--- src/pkg/umdp_pkg.sv ---
// shared constants and types for the modem, dma and pin control block
package umdp_pkg;
  localparam int MSR_RI_BIT = 6;
  localparam int MSR_RI_FLAG_BIT = 2;
  localparam int MCR_RTS_BIT = 1;
  localparam int MCR_LOOP_BIT = 4;
  localparam int FCR_EN_BIT = 0;
  localparam int FCR_DMA_BIT = 3;
  localparam logic [7:0] MSR_RESET = 8'h00;
  localparam logic [7:0] MCR_RESET = 8'h00;
  localparam logic [7:0] FCR_RESET = 8'h00;
  localparam logic [6:0] RX_COUNT_RESET = 7'h00;
  localparam logic [6:0] RX_DEPTH = 7'h40;
  localparam logic [1:0] TRIG_RESET = 2'h0;
  localparam int TIMEOUT_CHARS = 4;
  localparam logic [15:0] CHAR_CYCLES = 16'h0010;
  localparam logic [15:0] TIMEOUT_CYCLES = 16'h0040;
  localparam logic [15:0] TIMEOUT_RESET = 16'h0000;
  localparam logic RTS_N_RESET = 1'b1;
  localparam logic TX_IDLE = 1'b1;
  localparam logic RECEIVE_DMA_REQUEST_N_RESET = 1'b1;
  localparam logic IRQ_RESET = 1'b0;
  typedef enum logic [1:0] {UMDP_DMA_IDLE, UMDP_DMA_ACTIVE} umdp_dma_state_t;
endpackage : umdp_pkg

--- src/pkg/umdp_flow_if.sv ---
// signals between the top and its helper modules
`timescale 1ns/1ps
interface umdp_flow_if;
  logic [6:0] rx_count;
  logic [1:0] trig_sel;
  logic trig_hit;
  logic rx_push;
  logic timeout_hit;
  modport prov (input rx_count, input trig_sel, output trig_hit);
  modport user (output rx_count, output trig_sel, input trig_hit, output rx_push,
                input timeout_hit);
  modport tmo (input rx_count, input rx_push, output timeout_hit);
endinterface : umdp_flow_if

--- src/logic/umdp_trigger.sv ---
// receive fifo trigger level compare
`timescale 1ns/1ps
module umdp_trigger (
  umdp_flow_if.prov fl
);
  logic [6:0] lvl;
  always_comb begin
    case (fl.trig_sel)
      2'h0: lvl = 7'h01;
      2'h1: lvl = 7'h10;
      2'h2: lvl = 7'h20;
      default: lvl = 7'h38;
    endcase
  end
  assign fl.trig_hit = (fl.rx_count >= lvl);
endmodule : umdp_trigger

--- src/logic/umdp_timeout.sv ---
// character time-out counter for the receive fifo
`timescale 1ns/1ps
module umdp_timeout (
  input wire logic clk_sys_i,
  input wire logic arst_n_i,
  umdp_flow_if.tmo fl
);
  typedef struct packed {
    logic [15:0] cnt;
    logic hit;
  } umdp_tmo_state_t;
  umdp_tmo_state_t s_q, s_d;
  always_comb begin
    s_d = s_q;
    // data arriving or an empty fifo restarts the wait
    if (fl.rx_push || fl.rx_count == umdp_pkg::RX_COUNT_RESET) begin
      s_d.cnt = umdp_pkg::TIMEOUT_RESET;
      s_d.hit = 1'b0;
    end else if (s_q.cnt >= umdp_pkg::TIMEOUT_CYCLES - 16'h0001) begin
      s_d.hit = 1'b1;
    end else begin
      s_d.cnt = s_q.cnt + 16'h0001;
    end
  end
  always_ff @(posedge clk_sys_i or negedge arst_n_i) begin
    if (!arst_n_i) begin
      s_q <= '0;
    end else begin
      s_q <= s_d;
    end
  end
  assign fl.timeout_hit = s_q.hit;
endmodule : umdp_timeout

--- src/logic/umdp_top.sv ---
// modem status, request-to-send and receive dma request pin control
//
// Summary of operation
// - ring indicator level shown in status bit 6
// - status bit 2 set on ring rise
// - ring rise raises interrupt when enabled
// - rts follows control bit; high on reset/loopback
// - auto mode with fifo on: threshold logic forces rts inactive
// - fifo control bit 3 picks dma mode
// - non-fifo mode uses dma mode 0 only
// - mode 0 single transfers; mode 1 bursts
// - mode 0: request low while data held
// - mode 1: low on trigger/time-out, high empty
// - master reset drives serial output high
// - master reset high clears registers except status bit 6, drives rts, dma request and tx high, irq low
`timescale 1ns/1ps
module umdp_top (
  input wire logic clk_sys_i,
  input wire logic arst_n_i,
  input wire logic master_reset_i,
  input wire logic chip_select_i,
  input wire logic read_strobe_i,
  input wire logic read_strobe_n_i,
  input wire logic msr_select_i,
  input wire logic ring_n_i,
  input wire logic modem_int_en_i,
  input wire logic [7:0] modem_control_register_i,
  input wire logic mcr_write_i,
  input wire logic [7:0] fifo_control_register_i,
  input wire logic fcr_write_i,
  input wire logic auto_rts_en_i,
  input wire logic [1:0] trigger_sel_i,
  input wire logic rx_char_push_i,
  input wire logic rx_char_pop_i,
  input wire logic tx_serial_i,
  output logic [7:0] modem_status_register_o,
  output logic [7:0] modem_control_register_o,
  output logic [7:0] fifo_control_register_o,
  output logic [6:0] rx_count_o,
  output logic modem_irq_o,
  output logic rts_n_o,
  output logic receive_dma_request_n_o,
  output logic tx_o
);
  typedef struct packed {
    logic [7:0] modem_status_register;
    logic [7:0] modem_control_register;
    logic [7:0] fifo_control_register;
    logic [6:0] rx_count;
    logic ring_q;
    logic rd_q;
    logic irq;
    logic rts_n;
    logic receive_dma_request_n;
    logic tx;
    logic auto_hold;
    umdp_pkg::umdp_dma_state_t dma;
  } umdp_state_t;
  umdp_state_t s_q, s_d;
  umdp_flow_if fl ();
  logic read_now;
  logic msr_read;
  logic ring_rise;
  logic fifo_on;
  logic dma_mode1;
  logic push_ok;
  logic pop_ok;

  assign fl.rx_count = s_q.rx_count;
  assign fl.trig_sel = trigger_sel_i;
  assign fl.rx_push = push_ok;

  umdp_trigger u_trigger (
    .fl(fl)
  );

  umdp_timeout u_timeout (
    .clk_sys_i(clk_sys_i),
    .arst_n_i(arst_n_i),
    .fl(fl)
  );

  // either polarity strobe reads; the idle one is held inactive by the host
  assign read_now = chip_select_i && (read_strobe_i || !read_strobe_n_i);
  // one clear per read, taken at the leading edge of the strobe
  assign msr_read = read_now && !s_q.rd_q && msr_select_i;
  // ring input is active low, so a low-to-high pin change is the rise
  assign ring_rise = ring_n_i && !s_q.ring_q;
  assign fifo_on = s_q.fifo_control_register[umdp_pkg::FCR_EN_BIT];
  assign dma_mode1 = fifo_on && s_q.fifo_control_register[umdp_pkg::FCR_DMA_BIT];
  // non-fifo mode behaves as a single holding register
  assign push_ok = rx_char_push_i && (fifo_on ? (s_q.rx_count < umdp_pkg::RX_DEPTH)
                                              : (s_q.rx_count == umdp_pkg::RX_COUNT_RESET));
  assign pop_ok = rx_char_pop_i && (s_q.rx_count != umdp_pkg::RX_COUNT_RESET);

  always_comb begin
    s_d = s_q;
    s_d.ring_q = ring_n_i;
    s_d.rd_q = read_now;
    s_d.tx = tx_serial_i;
    if (mcr_write_i) begin
      s_d.modem_control_register = modem_control_register_i;
    end
    if (fcr_write_i) begin
      s_d.fifo_control_register = fifo_control_register_i;
    end
    s_d.modem_status_register[umdp_pkg::MSR_RI_BIT] = !ring_n_i;
    // a rise that lands on the clearing read still sets the flag
    if (msr_read) begin
      s_d.modem_status_register[umdp_pkg::MSR_RI_FLAG_BIT] = 1'b0;
    end
    if (ring_rise) begin
      s_d.modem_status_register[umdp_pkg::MSR_RI_FLAG_BIT] = 1'b1;
    end
    s_d.irq = modem_int_en_i && s_d.modem_status_register[umdp_pkg::MSR_RI_FLAG_BIT];
    case ({push_ok, pop_ok})
      2'b10: s_d.rx_count = s_q.rx_count + 7'h01;
      2'b01: s_d.rx_count = s_q.rx_count - 7'h01;
      default: s_d.rx_count = s_q.rx_count;
    endcase
    // auto flow: drop at trigger, release only once empty
    // empty wins: the trigger compare still sees last cycle's count
    if (!auto_rts_en_i || !fifo_on) begin
      s_d.auto_hold = 1'b0;
    end else if (s_d.rx_count == umdp_pkg::RX_COUNT_RESET) begin
      s_d.auto_hold = 1'b0;
    end else if (fl.trig_hit) begin
      s_d.auto_hold = 1'b1;
    end
    s_d.rts_n = !s_d.modem_control_register[umdp_pkg::MCR_RTS_BIT] || s_d.modem_control_register[umdp_pkg::MCR_LOOP_BIT]
                || s_d.auto_hold;
    if (!dma_mode1) begin
      // single transfers: request whenever a character waits
      s_d.dma = umdp_pkg::UMDP_DMA_IDLE;
      s_d.receive_dma_request_n = (s_d.rx_count == umdp_pkg::RX_COUNT_RESET);
    end else begin
      case (s_q.dma)
        umdp_pkg::UMDP_DMA_IDLE: begin
          // a stale hit must not raise the request on a fifo just drained
          if ((fl.trig_hit || fl.timeout_hit)
              && s_d.rx_count != umdp_pkg::RX_COUNT_RESET) begin
            s_d.dma = umdp_pkg::UMDP_DMA_ACTIVE;
          end
        end
        umdp_pkg::UMDP_DMA_ACTIVE: begin
          // burst runs until empty
          if (s_d.rx_count == umdp_pkg::RX_COUNT_RESET) begin
            s_d.dma = umdp_pkg::UMDP_DMA_IDLE;
          end
        end
        default: s_d.dma = umdp_pkg::UMDP_DMA_IDLE;
      endcase
      s_d.receive_dma_request_n = (s_d.dma != umdp_pkg::UMDP_DMA_ACTIVE);
    end
    // master reset overrides everything else, synchronous to the clock
    if (master_reset_i) begin
      s_d.modem_status_register = umdp_pkg::MSR_RESET;
      s_d.modem_status_register[umdp_pkg::MSR_RI_BIT] = !ring_n_i;
      s_d.modem_control_register = umdp_pkg::MCR_RESET;
      s_d.fifo_control_register = umdp_pkg::FCR_RESET;
      s_d.rx_count = umdp_pkg::RX_COUNT_RESET;
      s_d.irq = umdp_pkg::IRQ_RESET;
      s_d.rts_n = umdp_pkg::RTS_N_RESET;
      s_d.receive_dma_request_n = umdp_pkg::RECEIVE_DMA_REQUEST_N_RESET;
      s_d.auto_hold = 1'b0;
      s_d.dma = umdp_pkg::UMDP_DMA_IDLE;
      s_d.tx = umdp_pkg::TX_IDLE;
    end
  end

  always_ff @(posedge clk_sys_i or negedge arst_n_i) begin
    if (!arst_n_i) begin
      s_q.modem_status_register <= umdp_pkg::MSR_RESET;
      s_q.modem_control_register <= umdp_pkg::MCR_RESET;
      s_q.fifo_control_register <= umdp_pkg::FCR_RESET;
      s_q.rx_count <= umdp_pkg::RX_COUNT_RESET;
      s_q.ring_q <= 1'b1;
      s_q.rd_q <= 1'b0;
      s_q.irq <= umdp_pkg::IRQ_RESET;
      s_q.rts_n <= umdp_pkg::RTS_N_RESET;
      s_q.receive_dma_request_n <= umdp_pkg::RECEIVE_DMA_REQUEST_N_RESET;
      s_q.tx <= umdp_pkg::TX_IDLE;
      s_q.auto_hold <= 1'b0;
      s_q.dma <= umdp_pkg::UMDP_DMA_IDLE;
    end else begin
      s_q <= s_d;
    end
  end

  assign modem_status_register_o = s_q.modem_status_register;
  assign modem_control_register_o = s_q.modem_control_register;
  assign fifo_control_register_o = s_q.fifo_control_register;
  assign rx_count_o = s_q.rx_count;
  assign modem_irq_o = s_q.irq;
  assign rts_n_o = s_q.rts_n;
  assign receive_dma_request_n_o = s_q.receive_dma_request_n;
  assign tx_o = s_q.tx;
endmodule : umdp_top

--- config.mk ---
export PLATFORM = sky130hd
export DESIGN_NAME = umdp_top
export DESIGN_NICKNAME = d
export VERILOG_FILES = /design/src/pkg/umdp_pkg.sv /design/src/pkg/umdp_flow_if.sv /design/src/logic/umdp_trigger.sv /design/src/logic/umdp_timeout.sv /design/src/logic/umdp_top.sv
export SDC_FILE = /design/constraint.sdc
export NUM_CORES = 1
export LEC_CHECK = 0
export BUFFER_PORTS_ARGS = -buffer_cell sky130_fd_sc_hd__buf_2
export CORE_MARGIN = 2
export CORE_UTILIZATION = 57
export CTS_CLUSTER_DIAMETER = 40
export DETAILED_ROUTE_END_ITERATION = 6
export GPL_ROUTABILITY_DRIVEN = 1
export PLACE_DENSITY = 0.85
export SETUP_SLACK_MARGIN = 0.2
export SYNTH_ARGS = -nofsm -noshare
export SYNTH_HDL_FRONTEND = slang
export SYNTH_SLANG_ARGS = --single-unit
--- constraint.sdc ---
create_clock -name clk_sys_i -period 7.7 [get_ports clk_sys_i]
set_input_delay 0.385 -clock clk_sys_i [delete_from_list [all_inputs] [get_ports clk_sys_i]]
set_output_delay 0.385 -clock clk_sys_i [all_outputs]
set_load 0.01 [all_outputs]
==> results of run 1 <==
==> per-stage QoR <==
| stage | utilization, % | instance area (sq um) | hold WS (ns) | std cells |
|---|---|---|---|---|
| floorplan | - | 2760 | 0.0894 | 278 |
| detailed placement | 61.2 | 2850 | 0.496 | 350 |
| global route | 63.6 | 2970 | 0.169 | 358 |
| finish | 63.6 | 2970 | 0.160 | 358 |
| CTS | 63.6 | 2970 | 0.172 | 358 |
| global placement | 61.2 | 2850 | 0.482 | 350 |
==> routing by layer <==
metal	vias up	track usage, %
met5	-	0
met1	961	26.5
li1	940	-
met3	9	4.25
met4	0	6.17
met2	50	34.5
==> sequential cells by signal, indices dropped and copies added, names as in the netlist <==
signal and cells:
fifo_control_register_o 8, modem_control_register_o 8, modem_irq_o 1, modem_status_register_o 2
receive_dma_request_n_o 1, rts_n_o 1, rx_count_o 7, s_q 5
tx_o 1, u_timeout.fl.timeout_hit 1, u_timeout.s_q 16
==> Yosys cell counts, types with 2 or more instances <==
| master | n | area [sq um] |
|---|---|---|
| dfrtp_1 | 47 | 1180 |
| nor2_1 | 41 | 154 |
| buf_4 | 31 | 233 |
| mux2i_1 | 19 | 190 |
| nor2b_1 | 15 | 93.8 |
| a21oi_1 | 10 | 50.1 |
| clkbuf_1 | 8 | 30.0 |
| ha_1 | 8 | 100 |
| inv_1 | 8 | 30.0 |
| nand2_1 | 8 | 30.0 |
| nand3_1 | 7 | 35.0 |
| o21ai_0 | 5 | 25.0 |
| xnor2_1 | 5 | 43.8 |
| dfstp_2 | 4 | 105 |
| nor4_1 | 4 | 25.0 |
| xor2_1 | 4 | 35.0 |
| buf_2 | 3 | 15.0 |
| nand2b_1 | 3 | 18.8 |
| a21boi_0 | 2 | 15.0 |
| a21o_1 | 2 | 15.0 |
| a32oi_1 | 2 | 17.5 |
| buf_1 | 2 | 7.51 |
| nor3_1 | 2 | 10.0 |
| o211ai_1 | 2 | 15.0 |
| o21bai_1 | 2 | 15.0 |
| o22ai_1 | 2 | 12.5 |
| or4_1 | 2 | 15.0 |
==> worst reg2reg max path, delay by kind of cell (launching register included) <==
kind,cells,cell delay (ns)
AOI/OAI and AO/OA,3,0.37
DFF,1,0.54
adders and majority gates,2,0.63
and+or+nand+nor,7,2.10
xor gates and xnor gates,1,0.22
==> layout make-up <==
class                           instances  share of cell area (%)
Timing Repair Buffer                   62                    10.5
Clock inverter                          3                    1.48
Tap cell                               54                    2.28
Inverter                                8                    1.01
Multi-Input combinational cell        175                    39.2
Clock buffer                            5                    2.32
Sequential cell                        51                    43.2
==> final timing paths <==
kind | start | to | slack [ns] | cells after the start
worst max-delay path | rx_count_o[2]$_DFF_PN0_ | s_q[0]$_DFF_PN0_ | 3.73 | 13
worst min-delay path | arst_n_i | rx_count_o[2]$_DFF_PN0_ | 0.16 | 2
worst max register to register | rx_count_o[2]$_DFF_PN0_ | s_q[0]$_DFF_PN0_ | 3.73 | 13
worst min register to register | u_timeout.fl.timeout_hit$_DFFE_PN0P_ | u_timeout.fl.timeout_hit$_DFFE_PN0P_ | 0.51 | 2
max in group asynchronous | arst_n_i | fifo_control_register_o[6]$_DFFE_PN0P_ | 7.13 | 2
min in group clk_sys_i | ring_n_i | s_q[8]$_DFF_PN1_ | 0.18 | 1
==> logic make-up (layout without fill, tap and decap cells) <==
| kind of cell | after synthesis | count (layout) |
|---|---|---|
| AOI/OAI and AO/OA | 38 | 38 |
| xor gates and xnor gates | 9 | 9 |
| adders and majority gates | 8 | 8 |
| buffers and inverters | 52 | 78 |
| DFF | 51 | 51 |
| muxes | 20 | 20 |
| other | 1 | 7 |
| and+or+nand+nor | 93 | 93 |
==> power breakdown <==
group / total [mW] / internal, mW / switching (mW)
Combinational: 0.277 / 0.116 / 0.161
Sequential: 0.325 / 0.294 / 0.0315
Clock: 0.190 / 0.0969 / 0.0932
Total: 0.792 / 0.507 / 0.286
==> cell usage in the layout, fill, tap and decap left out, drive strengths merged, types with 3 or more instances in the layout <==
cell type,synthesis,final
nand2b,3,3
a21oi,11,11
nand2,8,8
nor2,41,41
o21ai,5,5
nor4,4,4
dfstp,4,4
mux2i,19,19
xnor2,5,5
ha,8,8
nor3,3,3
nor2b,15,15
conb,1,7
dfrtp,47,47
buf,36,62
nand3,7,7
xor2,4,4
clkbuf,8,5
inv,8,8
==> key figures, run 1 <==
Die
  • Die height: approximately 73 um
  • Initial Util: 58.7%
  • Die area: about 5400 sq um
  • Chip width: 73.3 um
  • Core area: 4660 sq um
  • Boundary Pins: 68
  • FP Rows: 25

Final layout
  • Synth-to-layout area growth: 8.42%
  • Area of the multi-input gates: 1160 sq um
  • Fillcell total: about 380
  • Nets@finish: 344
  • Layout cells sized above 1: 26.6%
  • ANT cells: 0
  • Seq. cell area: 1280 sq um

Synth
  • Mux contribution to synthesized area: 7.37%
  • FFs w/ async S/R, synth: 100%
  • Number of flops mapped to enable cells by yosys: 0
  • Post-synthesis simple-gate area fraction: 17.7%
  • Syn Std Cell Area: 2740 sq um
  • Synth Instances: 272
  • Complex-gate fraction of the synthesized area: 9.84%
  • Xor and xnor area share after synthesis: around 2.9%
  • Synthesized area per cell: a little over 10 sq um
  • Main combinational cell family by area after synthesis: simple AND/OR/NAND/NOR gates
  • Unique cell type count in the Yosys netlist: 51
  • Post-synthesis adder-cell area fraction: 3.66%
  • Seq/Total Area, Yosys: 46.8%
  • Most used flip-flop cell after synthesis: dfrtp_1
  • #FFs+latches synth: between 50 and 60
  • Ys Warns: 0

Timing
  • Period minus WS final: slightly below 4 ns
  • Max Clock Freq: 252 MHz
  • Fin worst setup slack: 3.73 ns
  • Ratio of final minimum period to clock period: between 50% and 60%
  • Max Slew Vio Count: 0
  • RSZ-0062 raised after global routing: false
  • Rel. slew slack: 21.5%
  • Final setup TNS: 0 ns
  • Final worst clock skew: around 0.0076 ns
  • Slew @ Worst Pin: 1.18 ns
  • Final hold viol count: 0
  • # setup viols final: 0

Clock tree
  • Clk Latency, worst-skew pair: 0.31 ns
  • Setup repair bufs after CTS: 0
  • CTS sink count: ~50
  • CTS Buf Count: 5
  • Root buffer cell: clkbuf_8
  • CTS Hold Buffers Added: 0
  • # H-tree levels: 2
  • Worst-path clk slew: 0.10 ns
  • Clock Path Buffers: 2
  • Post-cts sizing count: 0
  • CTS tree: built

Placement
  • Gp weighted congestion: 0.912
  • Worst slack, placed: roughly 3.8 ns
  • PortBufs: 61
  • Detail Placement HPWL: approximately 3700 um

Drt
  • Top Layer Used: met4
  • Final WL: 5200 um
  • Met1 wire length: approximately 2200 um
  • 1st-iter DRT viols: 154
  • Routed met3 length: between 150 and 200 um
  • Met2 WL: between 2000 and 3000 um
  • ANT nets after route: 0
  • Vias/cell: 5.47
  • Drt drc: 0
  • WL/cell: 14.5 um
  • Routed vias: 1960
  • DRT Pass-1 Iters: 4

Power
  • Maximum vdd ir drop: 0.166 mV
  • Total Power: 792 uW
  • Pleak: approximately 1.5 nW
  • Power Density: 267 nW/um^2

Flow run
  • Max Cap Violations: 0

GRT
  • Antenna violations before repair: 0
  • Vias in the first global route: between 1500 and 2000
  • Global route total overflow: 0
  • Gr usage total: 20.4%
  • First-pass GRT wire length: 8400 um
  • Largest net degree at the start of global routing: between 50 and 60

Setup path
  • Setup crit start kind: flop
  • Buffers and inverters on the worst path: 0
  • Crit-path slowest cell: dfrtp_1
  • WP data arrival: 4.15 ns
  • Critical path's largest stage delay: 0.54 ns
  • Crit path capture type: flop
  • Crit path cell chain: nor3_2 -> a21oi_1 -> or3b_2 -> ha_1 -> xor2_1 -> ha_1 -> or3_4 -> a21oi_4 -> a211oi_1 -> nor3b_1 -> nand3_1 -> nor4b_4 -> nor4_1
  • Critical Path RT: 7.88 ns
  • Crit path kind: reg -> reg
  • CP top delay family: simple AND/OR/NAND/NOR gates
  • Critical Path Most Common Cell: ha_1
  • Crit-path max FO: 16

Run status
  • Status: finished clean

Min path
  • Hold Crit Class: in -> async
Note: power is estimated with default switching activity, not from simulation.
==> run 2, diff against run 1 <==
--- a/config.mk
+++ b/config.mk
@@ -5,13 +5,14 @@
 export SDC_FILE = /design/constraint.sdc
 export NUM_CORES = 1
 export LEC_CHECK = 0
+export ABC_AREA = 1
 export BUFFER_PORTS_ARGS = -buffer_cell sky130_fd_sc_hd__buf_2
 export CORE_MARGIN = 2
-export CORE_UTILIZATION = 57
+export CORE_UTILIZATION = 48
 export CTS_CLUSTER_DIAMETER = 40
 export DETAILED_ROUTE_END_ITERATION = 6
 export GPL_ROUTABILITY_DRIVEN = 1
-export PLACE_DENSITY = 0.85
+export PLACE_DENSITY = 0.75
 export SETUP_SLACK_MARGIN = 0.2
 export SYNTH_ARGS = -nofsm -noshare
 export SYNTH_HDL_FRONTEND = slang
==> constraint.sdc (replaced) <==
create_clock -name clk_sys_i -period 3.6 [get_ports clk_sys_i]
set_input_delay 0.18 -clock clk_sys_i [delete_from_list [all_inputs] [get_ports clk_sys_i]]
set_output_delay 0.18 -clock clk_sys_i [all_outputs]
set_load 0.01 [all_outputs]
==> run 2 against run 1 <==
Net effect: sequential power grew 120%; power grew to 2.9 times the previous value; count of clock-buffer cells in the layout grew 1; cell count grew 32%; register-to-register slack lost 3.2 ns; sequential share of layout area shrank 2.5 points; critical endpoint is now s_q[2]$_DFF_PN0_; largest cell class unchanged; highest routed layer unchanged.
==> key figures, run 2 <==
Run status
  • Status: finished clean

Setup path
  • WP data arrival: 3.26 ns (-0.89 ns)
  • Crit-path slowest cell: dfrtp_1
  • R2R depth: 20 (+7)
  • Crit-path max FO: 11 (-5)
  • Crit path cell chain: nor2_1 -> nand3_1 -> nor4_1 -> o21ai_0 -> ha_1 -> inv_4 -> nand2_1 -> nand2_1 -> ha_1 -> inv_1 -> nand2_1 -> nand2_1 -> nand2_1 -> o21ai_0 -> inv_1 -> nand3_1 -> nor2_2 -> nand3_2 -> nand2_2 -> nor2_1
  • Setup crit start kind: flop
  • CP top delay family: simple AND/OR/NAND/NOR gates
  • Critical path's largest stage delay: 0.45 ns (-0.09 ns)
  • Critical Path Stages: 20 (+7)
  • Crit path kind: reg -> reg
  • Critical Path Most Common Cell: nand2_1
  • Critical Path RT: 3.78 ns (-4.10 ns)
  • Crit path capture type: flop
  • Buffers and inverters on the worst path: 3 (+3)

GRT
  • Gr usage total: 18.6% (-1.9 points)
  • Antenna violations before repair: 0 (unchanged)
  • Largest net degree at the start of global routing: 29 (-44%)
  • Global route total overflow: 0 (unchanged)
  • Vias in the first global route: 2145 (+19%)
  • First-pass GRT wire length: 9410 um (+12%)

Placement
  • Detail Placement HPWL: 4310 um (+16%)
  • PortBufs: 61 (unchanged)
  • Placed Instances: 464 (+33%)
  • Gp weighted congestion: 0.941 (+3.2%)

Synth
  • Commonest cells post-synth: inv_1 (60), nand2_1 (60), dfrtp_1 (47)
  • Yosys top cell area share: 41.1% (-1.9 points)
  • Unique cell type count in the Yosys netlist: 36 (-29%)
  • Cell taking the most area after synthesis: dfrtp_1
  • Syn Std Cell Area: 2860 sq um (+4.7%)
  • Most used flip-flop cell after synthesis: dfrtp_1
  • #FFs+latches synth: 51 (unchanged)
  • Ys Warns: 0 (unchanged)
  • Number of flops mapped to enable cells by yosys: 0 (unchanged)
  • Synth Instances: 360 (+32%)
  • Seq/Total Area, Yosys: 44.8% (-2.1 points)
  • Synthesized area per cell: 7.95 sq um (-21%)
  • Top post-synthesis cells by area: dfrtp_1 (41%), buf_4 (8.4%), inv_1 (7.9%)
  • FFs w/ async S/R, synth: 100% (unchanged)

Final layout
  • Commonest non-fill, non-tap cell in the layout: buf_2
  • ANT cells: 0 (unchanged)
  • Reg with most FFs: u_timeout.s_q
  • Nets@finish: 439 (+28%)
  • Final non-filler cell total: 474 (+32%)
  • Max reg flops: 16 (unchanged)
  • Final core utilization: 53.8% (-9.8 points)
  • Commonest non-fill, non-tap cells in the layout: buf_2 (61), inv_1 (60), nand2_1 (60), dfrtp_1 (47), nand3_1 (38)
  • Synth-to-layout area growth: 9.97%
  • Layout cells sized above 1: 23.8% (-2.8 points)
  • Fillcell total: 564 (+47%)
  • Seq. cell area: 1280 sq um (unchanged)
  • Area of the multi-input gates: 1080 sq um (-7.3%)

Timing
  • Final worst clock skew: 0.00312 ns (-0.00446 ns)
  • Final hold viol count: 0 (unchanged)
  • Fin Hold WS: 0.0667 ns (-0.0935 ns)
  • Slew @ Worst Pin: 0.598 ns (-0.580 ns)
  • Final setup TNS: 0 ns (unchanged)
  • Rel. slew slack: 60.1% (+39 points)
  • RSZ-0062 raised after global routing: false
  • Max Clock Freq: 324 MHz (+29%)
  • Ratio of final minimum period to clock period: 85.7% (+34 points)
  • Period minus WS final: 3.08 ns (-0.884 ns)
  • # setup viols final: 0 (unchanged)
  • Max Slew Vio Count: 0 (unchanged)

Power
  • Power Density: 722 nW/um^2 (+170%)
  • Sw Pwr: 1.00 mW (+250%)
  • Maximum vdd ir drop: 0.379 mV (+130%)
  • Cell Int Power: 1.27 mW (+150%)
  • Clock power share: 17.8% (-6.2 points)
  • Sequential Power Share: 32.0% (-9.0 points)
  • Sw Share: 44.2% (+8.1 points)
  • Combinational power share: 50.2% (+15 points)
  • Pleak: 1.74 nW (+14%)

Die
  • Core area: 5850 sq um (+26%)
  • Die height: 81.2 um (+11%)
  • Die area: 6600 sq um (+23%)
  • FP Rows: 28 (+12%)
  • Boundary Pins: 68 (unchanged)
  • Initial Util: 48.9% (-9.8 points)
  • Chip width: 81.2 um (+11%)

Flow run
  • Max Cap Violations: 0 (unchanged)

Clock tree
  • Clock Path Buffers: 2 (unchanged)
  • # H-tree levels: 2 (unchanged)
  • Worst-path clk slew: 0.09 ns (about the same)
  • CTS Buf Count: 5 (unchanged)
  • CTS tree: built
  • Clk Latency, worst-skew pair: 0.29 ns (-0.02 ns)
  • Root buffer cell: clkbuf_8
  • CTS sink count: 51 (unchanged)

Drt
  • Vias/cell: 4.79 (-13%)
  • Drt drc: 0 (unchanged)
  • Routed vias: 2269 (+16%)
  • DRT Pass-1 Iters: 4 (unchanged)
  • WL/cell: 11.8 um (-18%)
  • ANT nets after route: 0 (unchanged)
  • 1st-iter DRT viols: 123 (-20%)
  • Final WL: 5610 um (+7.9%)

Min path
  • Hold Crit Class: in -> reg
  • Hold Path Depth: 2
==> run 2: changes by cell type in the layout (fill, tap and decap cells not counted), moves of 6 or more <==
cell	before	now
inv_1	8	60
nand2_1	8	60
nand3_1	7	38
mux2i_1	19	1
nor2b_1	15	0
o21ai_0	5	16
nor2_1	41	33
nand2_2	0	6
==> run 2: per-layer routing <==
| layer | GRT usage, % | share of wire (%) | vias to the layer above |
|---|---|---|---|
| li1 | - | - | 1156 |
| met1 | 24.9 | 47 | 1033 |
| met2 | 30.9 | 45 | 74 |
| met3 | 3.78 | 6.9 | 6 |
| met4 | 4.58 | 1.2 | 0 |
| met5 | 0 | 0 | - |
==> run 2: area by class of cell <==
type / instances / area share, %
Clock inverter: 2 / 1.11
Clock buffer: 6 / 2.62
Tap cell: 75 / 2.98
Inverter: 63 / 7.59
Multi-Input combinational cell: 212 / 34.2
Timing Repair Buffer: 65 / 10.8
Sequential cell: 51 / 40.7
==> run 2: power by group through the flow <==
stage / Clock [mW] / Sequential (mW) / Combinational [mW]
4_1_cts: 0.416 / 0.726 / 1.13
2_1_floorplan: 0 / 0.726 / 0.955
3_3_place_gp: 0 / 0.736 / 1.11
6_report: 0.405 / 0.727 / 1.14
3_5_place_dp: 0 / 0.737 / 1.13
5_1_grt: 0.439 / 0.738 / 1.29
==> run 2: worst reg2reg max path, delay by kind of cell, from the launching register on <==
| kind | cells | cell delay, ns |
|---|---|---|
| AND/OR/NAND/NOR | 13 | 1.41 |
| AO/OA/AOI/OAI | 2 | 0.28 |
| adder cells (fa/ha/maj) | 2 | 0.57 |
| flip-flops | 1 | 0.45 |
| buffers and inverters | 3 | 0.26 |
==> run 2: final timing paths <==
kind	from	endpoint	slack, ns
hold / removal	tx_serial_i	tx_o$_DFF_PN1_	0.07
setup / recovery	rx_count_o[2]$_DFF_PN0_	s_q[2]$_DFF_PN0_	0.52
min in group asynchronous	arst_n_i	u_timeout.s_q[5]$_DFFE_PN0P_	0.40
max in group asynchronous	arst_n_i	receive_dma_request_n_o$_DFF_PN1_	2.40
hold reg to reg	u_timeout.s_q[12]$_DFFE_PN0P_	u_timeout.s_q[12]$_DFFE_PN0P_	0.50
setup reg to reg	rx_count_o[2]$_DFF_PN0_	s_q[2]$_DFF_PN0_	0.52
==> run 2: timing repair <==
action	CTS	global route
hold buffers	2	0
hold endpoints to repair	23	0
setup buffers	0	0
resized for setup	0	0
==> run 2: through the flow <==
stage	power, mW	setup WS [ns]	instance area, sq um
floorplan	1.68	0.953	2890
detailed placement	1.86	0.552	3010
global route	2.46	0.224	3150
finish	2.27	0.516	3150
CTS	2.27	0.530	3150
global placement	1.84	0.700	3010
==> run 2: cells by family after synthesis <==
| family | count (synthesis) | share of synthesized area (%) |
|---|---|---|
| AOI/OAI and AO/OA | 33 | 6.43 |
| xor gates and xnor gates | 2 | 0.612 |
| other | 1 | 0.131 |
| and+or+nand+nor | 161 | 25.8 |
| adders and majority gates | 8 | 3.50 |
| buffers and inverters | 103 | 18.4 |
| DFF | 51 | 44.8 |
| muxes | 1 | 0.350 |
==> run 3, diff against run 2 <==
--- a/config.mk
+++ b/config.mk
@@ -8,12 +8,12 @@
 export ABC_AREA = 1
 export BUFFER_PORTS_ARGS = -buffer_cell sky130_fd_sc_hd__buf_2
 export CORE_MARGIN = 2
-export CORE_UTILIZATION = 48
-export CTS_CLUSTER_DIAMETER = 40
+export CORE_UTILIZATION = 49
 export DETAILED_ROUTE_END_ITERATION = 6
 export GPL_ROUTABILITY_DRIVEN = 1
-export PLACE_DENSITY = 0.75
+export PLACE_DENSITY = 0.77
 export SETUP_SLACK_MARGIN = 0.2
 export SYNTH_ARGS = -nofsm -noshare
 export SYNTH_HDL_FRONTEND = slang
+export SYNTH_HIERARCHICAL = 1
 export SYNTH_SLANG_ARGS = --single-unit
==> run 3 against run 2 <==
Net effect: sequential power grew 2%; sequential share of layout area decreased by 0.73 points; count of clock-buffer cells in the layout unchanged; clock skew increased by 0.0069 ns; final area grew 1.8%; first-iteration DRC count is 34% lower; core utilization rose by 0.98 points; hold slack improved by 0.0045 ns; wire length up 0.16%.
==> key figures, run 3 <==
Final layout
  • Nets@finish: 447 (+1.8%)
  • Fillcell total: 520 (-7.8%)
  • ANT cells: 0 (unchanged)
  • Seq. cell area: 1280 sq um (unchanged)
  • Commonest non-fill, non-tap cells in the layout: nand2_1 (66), buf_2 (61), inv_1 (49), dfrtp_1 (47), nor2_1 (46)
  • Reg with most FFs: u_timeout/s_q
  • Area of the multi-input gates: 1200 sq um (+12%)
  • Commonest non-fill, non-tap cell in the layout: nand2_1
  • Final core utilization: 54.8% (+0.98 points)
  • Synth-to-layout area growth: 9.72%
  • Layout cells sized above 1: 22.6% (-1.2 points)
  • Max reg flops: 16 (unchanged)

Synth
  • Yosys top cell area share: 40.3% (-0.83 points)
  • Syn Std Cell Area: 2920 sq um (+2.1%)
  • Synthesized area per cell: 8.03 sq um (+0.93%)
  • FFs w/ async S/R, synth: 100% (unchanged)
  • #FFs+latches synth: 51 (unchanged)
  • Ys Warns: 6 (+6)
  • Synth Instances: 364 (+1.1%)
  • Most used flip-flop cell after synthesis: dfrtp_1
  • Commonest cells post-synth: nand2_1 (66), inv_1 (49), dfrtp_1 (47)
  • Cell taking the most area after synthesis: dfrtp_1
  • Most frequent cell after synthesis: nand2_1
  • Seq/Total Area, Yosys: 43.9% (-0.90 points)
  • Number of flops mapped to enable cells by yosys: 0 (unchanged)
  • Unique cell type count in the Yosys netlist: 37 (+2.8%)
  • Top post-synthesis cells by area: dfrtp_1 (40%), nand2_1 (8.5%), buf_4 (8.2%)

Placement
  • PortBufs: 61 (unchanged)
  • Detail Placement HPWL: 4350 um (+0.92%)
  • Gp weighted congestion: 0.852 (-9.5%)
  • Worst slack, placed: 0.725 ns (+0.173 ns)

Setup path
  • Crit path kind: reg -> reg
  • Buffers and inverters on the worst path: 3 (unchanged)
  • Critical path's largest stage delay: 0.45 ns (about the same)
  • Setup crit start kind: flop
  • R2R depth: 17 (-15%)
  • Crit-path slowest cell: dfrtp_1
  • Crit path launch: rx_count_o[0]$_DFF_PN0_
  • RR Startpoint: rx_count_o[0]$_DFF_PN0_
  • Critical Path Most Common Cell: inv_1
  • Reg-to-reg endpoint: s_q[2]$_DFF_PN0_
  • Crit path capture type: flop
  • Crit path cell chain: inv_1 -> nand4_1 -> nor4_1 -> o21ai_0 -> ha_1 -> inv_1 -> fa_1 -> inv_1 -> nand2_1 -> nand2_1 -> nand3_1 -> nand3_1 -> o21ai_0 -> nor2_1 -> nand3_2 -> nand2_2 -> nor2_1
  • FF-to-FF setup slack: 0.75 ns (+0.23 ns)
  • Crit-path max FO: 7 (-4)
  • Critical Path RT: 3.79 ns (about the same)
  • CP top delay family: simple AND/OR/NAND/NOR gates
  • WP data arrival: 3.04 ns (-0.22 ns)

Min path
  • Hold path startpoint: tx_serial_i
  • Hold Path Depth: 2 (unchanged)
  • Hold worst-path end: tx_o$_DFF_PN1_
  • Hold Crit Class: in -> reg

Timing
  • Final worst clock skew: 0.0100 ns (+0.00690 ns)
  • RSZ-0062 raised after global routing: false
  • Max Clock Freq: 351 MHz (+8.2%)
  • Final hold viol count: 0 (unchanged)
  • # setup viols final: 0 (unchanged)
  • Slew @ Worst Pin: 0.643 ns (+0.0446 ns)
  • Rel. slew slack: 57.1% (-3.0 points)
  • Ratio of final minimum period to clock period: 79.2% (-6.5 points)
  • Final setup TNS: 0 ns (unchanged)
  • Max Slew Vio Count: 0 (unchanged)
  • Period minus WS final: 2.85 ns (-0.233 ns)
  • Fin worst setup slack: 0.749 ns (+0.233 ns)

Drt
  • Routed vias: 2318 (+2.2%)
  • Final WL: 5620 um (+0.16%)
  • 1st-iter DRT viols: 81 (-34%)
  • Drt drc: 0 (unchanged)
  • WL/cell: 11.8 um (-0.68%)
  • DRT Pass-1 Iters: 4 (unchanged)
  • ANT nets after route: 0 (unchanged)
  • Vias/cell: 4.85 (+1.3%)

Die
  • Initial Util: 49.9% (+1.0 points)
  • Die height: 81.2 um (about the same)
  • FP Rows: 28 (unchanged)
  • Core area: 5850 sq um (unchanged)
  • Chip width: 81.2 um (about the same)
  • Boundary Pins: 68 (unchanged)
  • Die area: 6600 sq um (about the same)

Clock tree
  • Setup repair bufs after CTS: 0 (unchanged)
  • Worst-path clk slew: 0.09 ns (about the same)
  • CTS sink count: 51 (unchanged)
  • CTS Buf Count: 5 (unchanged)
  • # H-tree levels: 2 (unchanged)
  • Clock Path Buffers: 2 (unchanged)
  • Clk Latency, worst-skew pair: 0.30 ns (about the same)
  • CTS tree: built
  • Root buffer cell: clkbuf_8

GRT
  • Global route total overflow: 0 (unchanged)
  • Largest net degree at the start of global routing: 41 (+41%)
  • Gr usage total: 18.7% (+0.086 points)
  • Vias in the first global route: 2185 (+1.9%)
  • First-pass GRT wire length: 9560 um (+1.5%)
  • Antenna violations before repair: 0 (unchanged)

Power
  • Maximum vdd ir drop: 0.284 mV (-25%)
  • Power Density: 693 nW/um^2 (-4.1%)
  • Pleak: 1.80 nW (+3.5%)
  • Total Power: 2.22 mW (-2.3%)

Run status
  • Status: finished clean

Flow run
  • Max Cap Violations: 0 (unchanged)
run 3: cell types whose count changed after synthesis, sizes merged, moves of 5 or more:
cell	change
nand2	+6
nor2	+10
nand3	+7
nand4	-5
inv	-13
run 3: area by class of cell:
cell class	instances	area share, %
Sequential cell	51	40.0
Multi-Input combinational cell	230	37.4
Timing Repair Buffer	64	10.4
Inverter	50	5.85
Tap cell	75	2.93
Clock buffer	6	2.26
Clock inverter	2	1.17
run 3: layer usage:
| layer | global-route usage (%) | share of wire [%] | up-vias |
|---|---|---|---|
| met4 | 5.25 | 1.6 | 0 |
| met5 | 0 | 0 | - |
| met3 | 4.33 | 4.7 | 10 |
| met1 | 24.6 | 47 | 1089 |
| met2 | 30.8 | 47 | 47 |
| li1 | - | - | 1172 |
run 3: power breakdown:
group / internal (mW) / switching [mW] / leakage (nW) / total [mW]
sequential: 0.649 / 0.0889 / 0.674 / 0.738
clock: 0.207 / 0.182 / 0.0514 / 0.389
combinational: 0.379 / 0.715 / 1.07 / 1.09
total: 1.23 / 0.985 / 1.80 / 2.22
run 3: stage by stage:
| step | std cells | hold WS, ns | cell area [sq um] |
|---|---|---|---|
| after floorplan | 370 | -0.116 | 2940 |
| final | 478 | 0.0712 | 3210 |
| after global placement | 468 | 0.0754 | 3080 |
| after CTS | 478 | 0.0650 | 3210 |
| after global routing | 478 | 0.0728 | 3210 |
| after detailed placement | 468 | 0.0695 | 3080 |
run 3: how the worst max path moves through the flow:
stage,to,slack [ns],cells after the start
global route,s_q[2]$_DFF_PN0_,0.35,17
finish,s_q[2]$_DFF_PN0_,0.75,17
detailed placement,s_q[2]$_DFF_PN0_,0.73,16
floorplan,s_q[2]$_DFF_PN0_,1.11,16
global placement,s_q[2]$_DFF_PN0_,0.91,16
CTS,s_q[2]$_DFF_PN0_,0.74,16
run 3: what timing repair did:
action,4_1_cts,5_1_grt
resized for setup,0,0
hold buffers,2,0
endpoints found under the hold margin,11,0
run 3: cell families after synthesis:
family / Yosys count / synth area share (%)
compound gates: 26 / 5.40
xor+xnor: 5 / 1.50
fa+ha+maj: 12 / 5.40
buf+inv: 89 / 15.8
flops: 51 / 43.9
mux: 1 / 0.343
other cells: 1 / 0.128
simple gates: 179 / 27.5
run 3: worst register-to-register path: cells and delay by family (launching register included):
kind                     cells  cell delay, ns
adder cells (fa/ha/maj)      2            0.77
AND/OR/NAND/NOR             10            0.88
flip-flops                   1            0.45
buffers and inverters        3            0.29
AO/OA/AOI/OAI                2            0.35
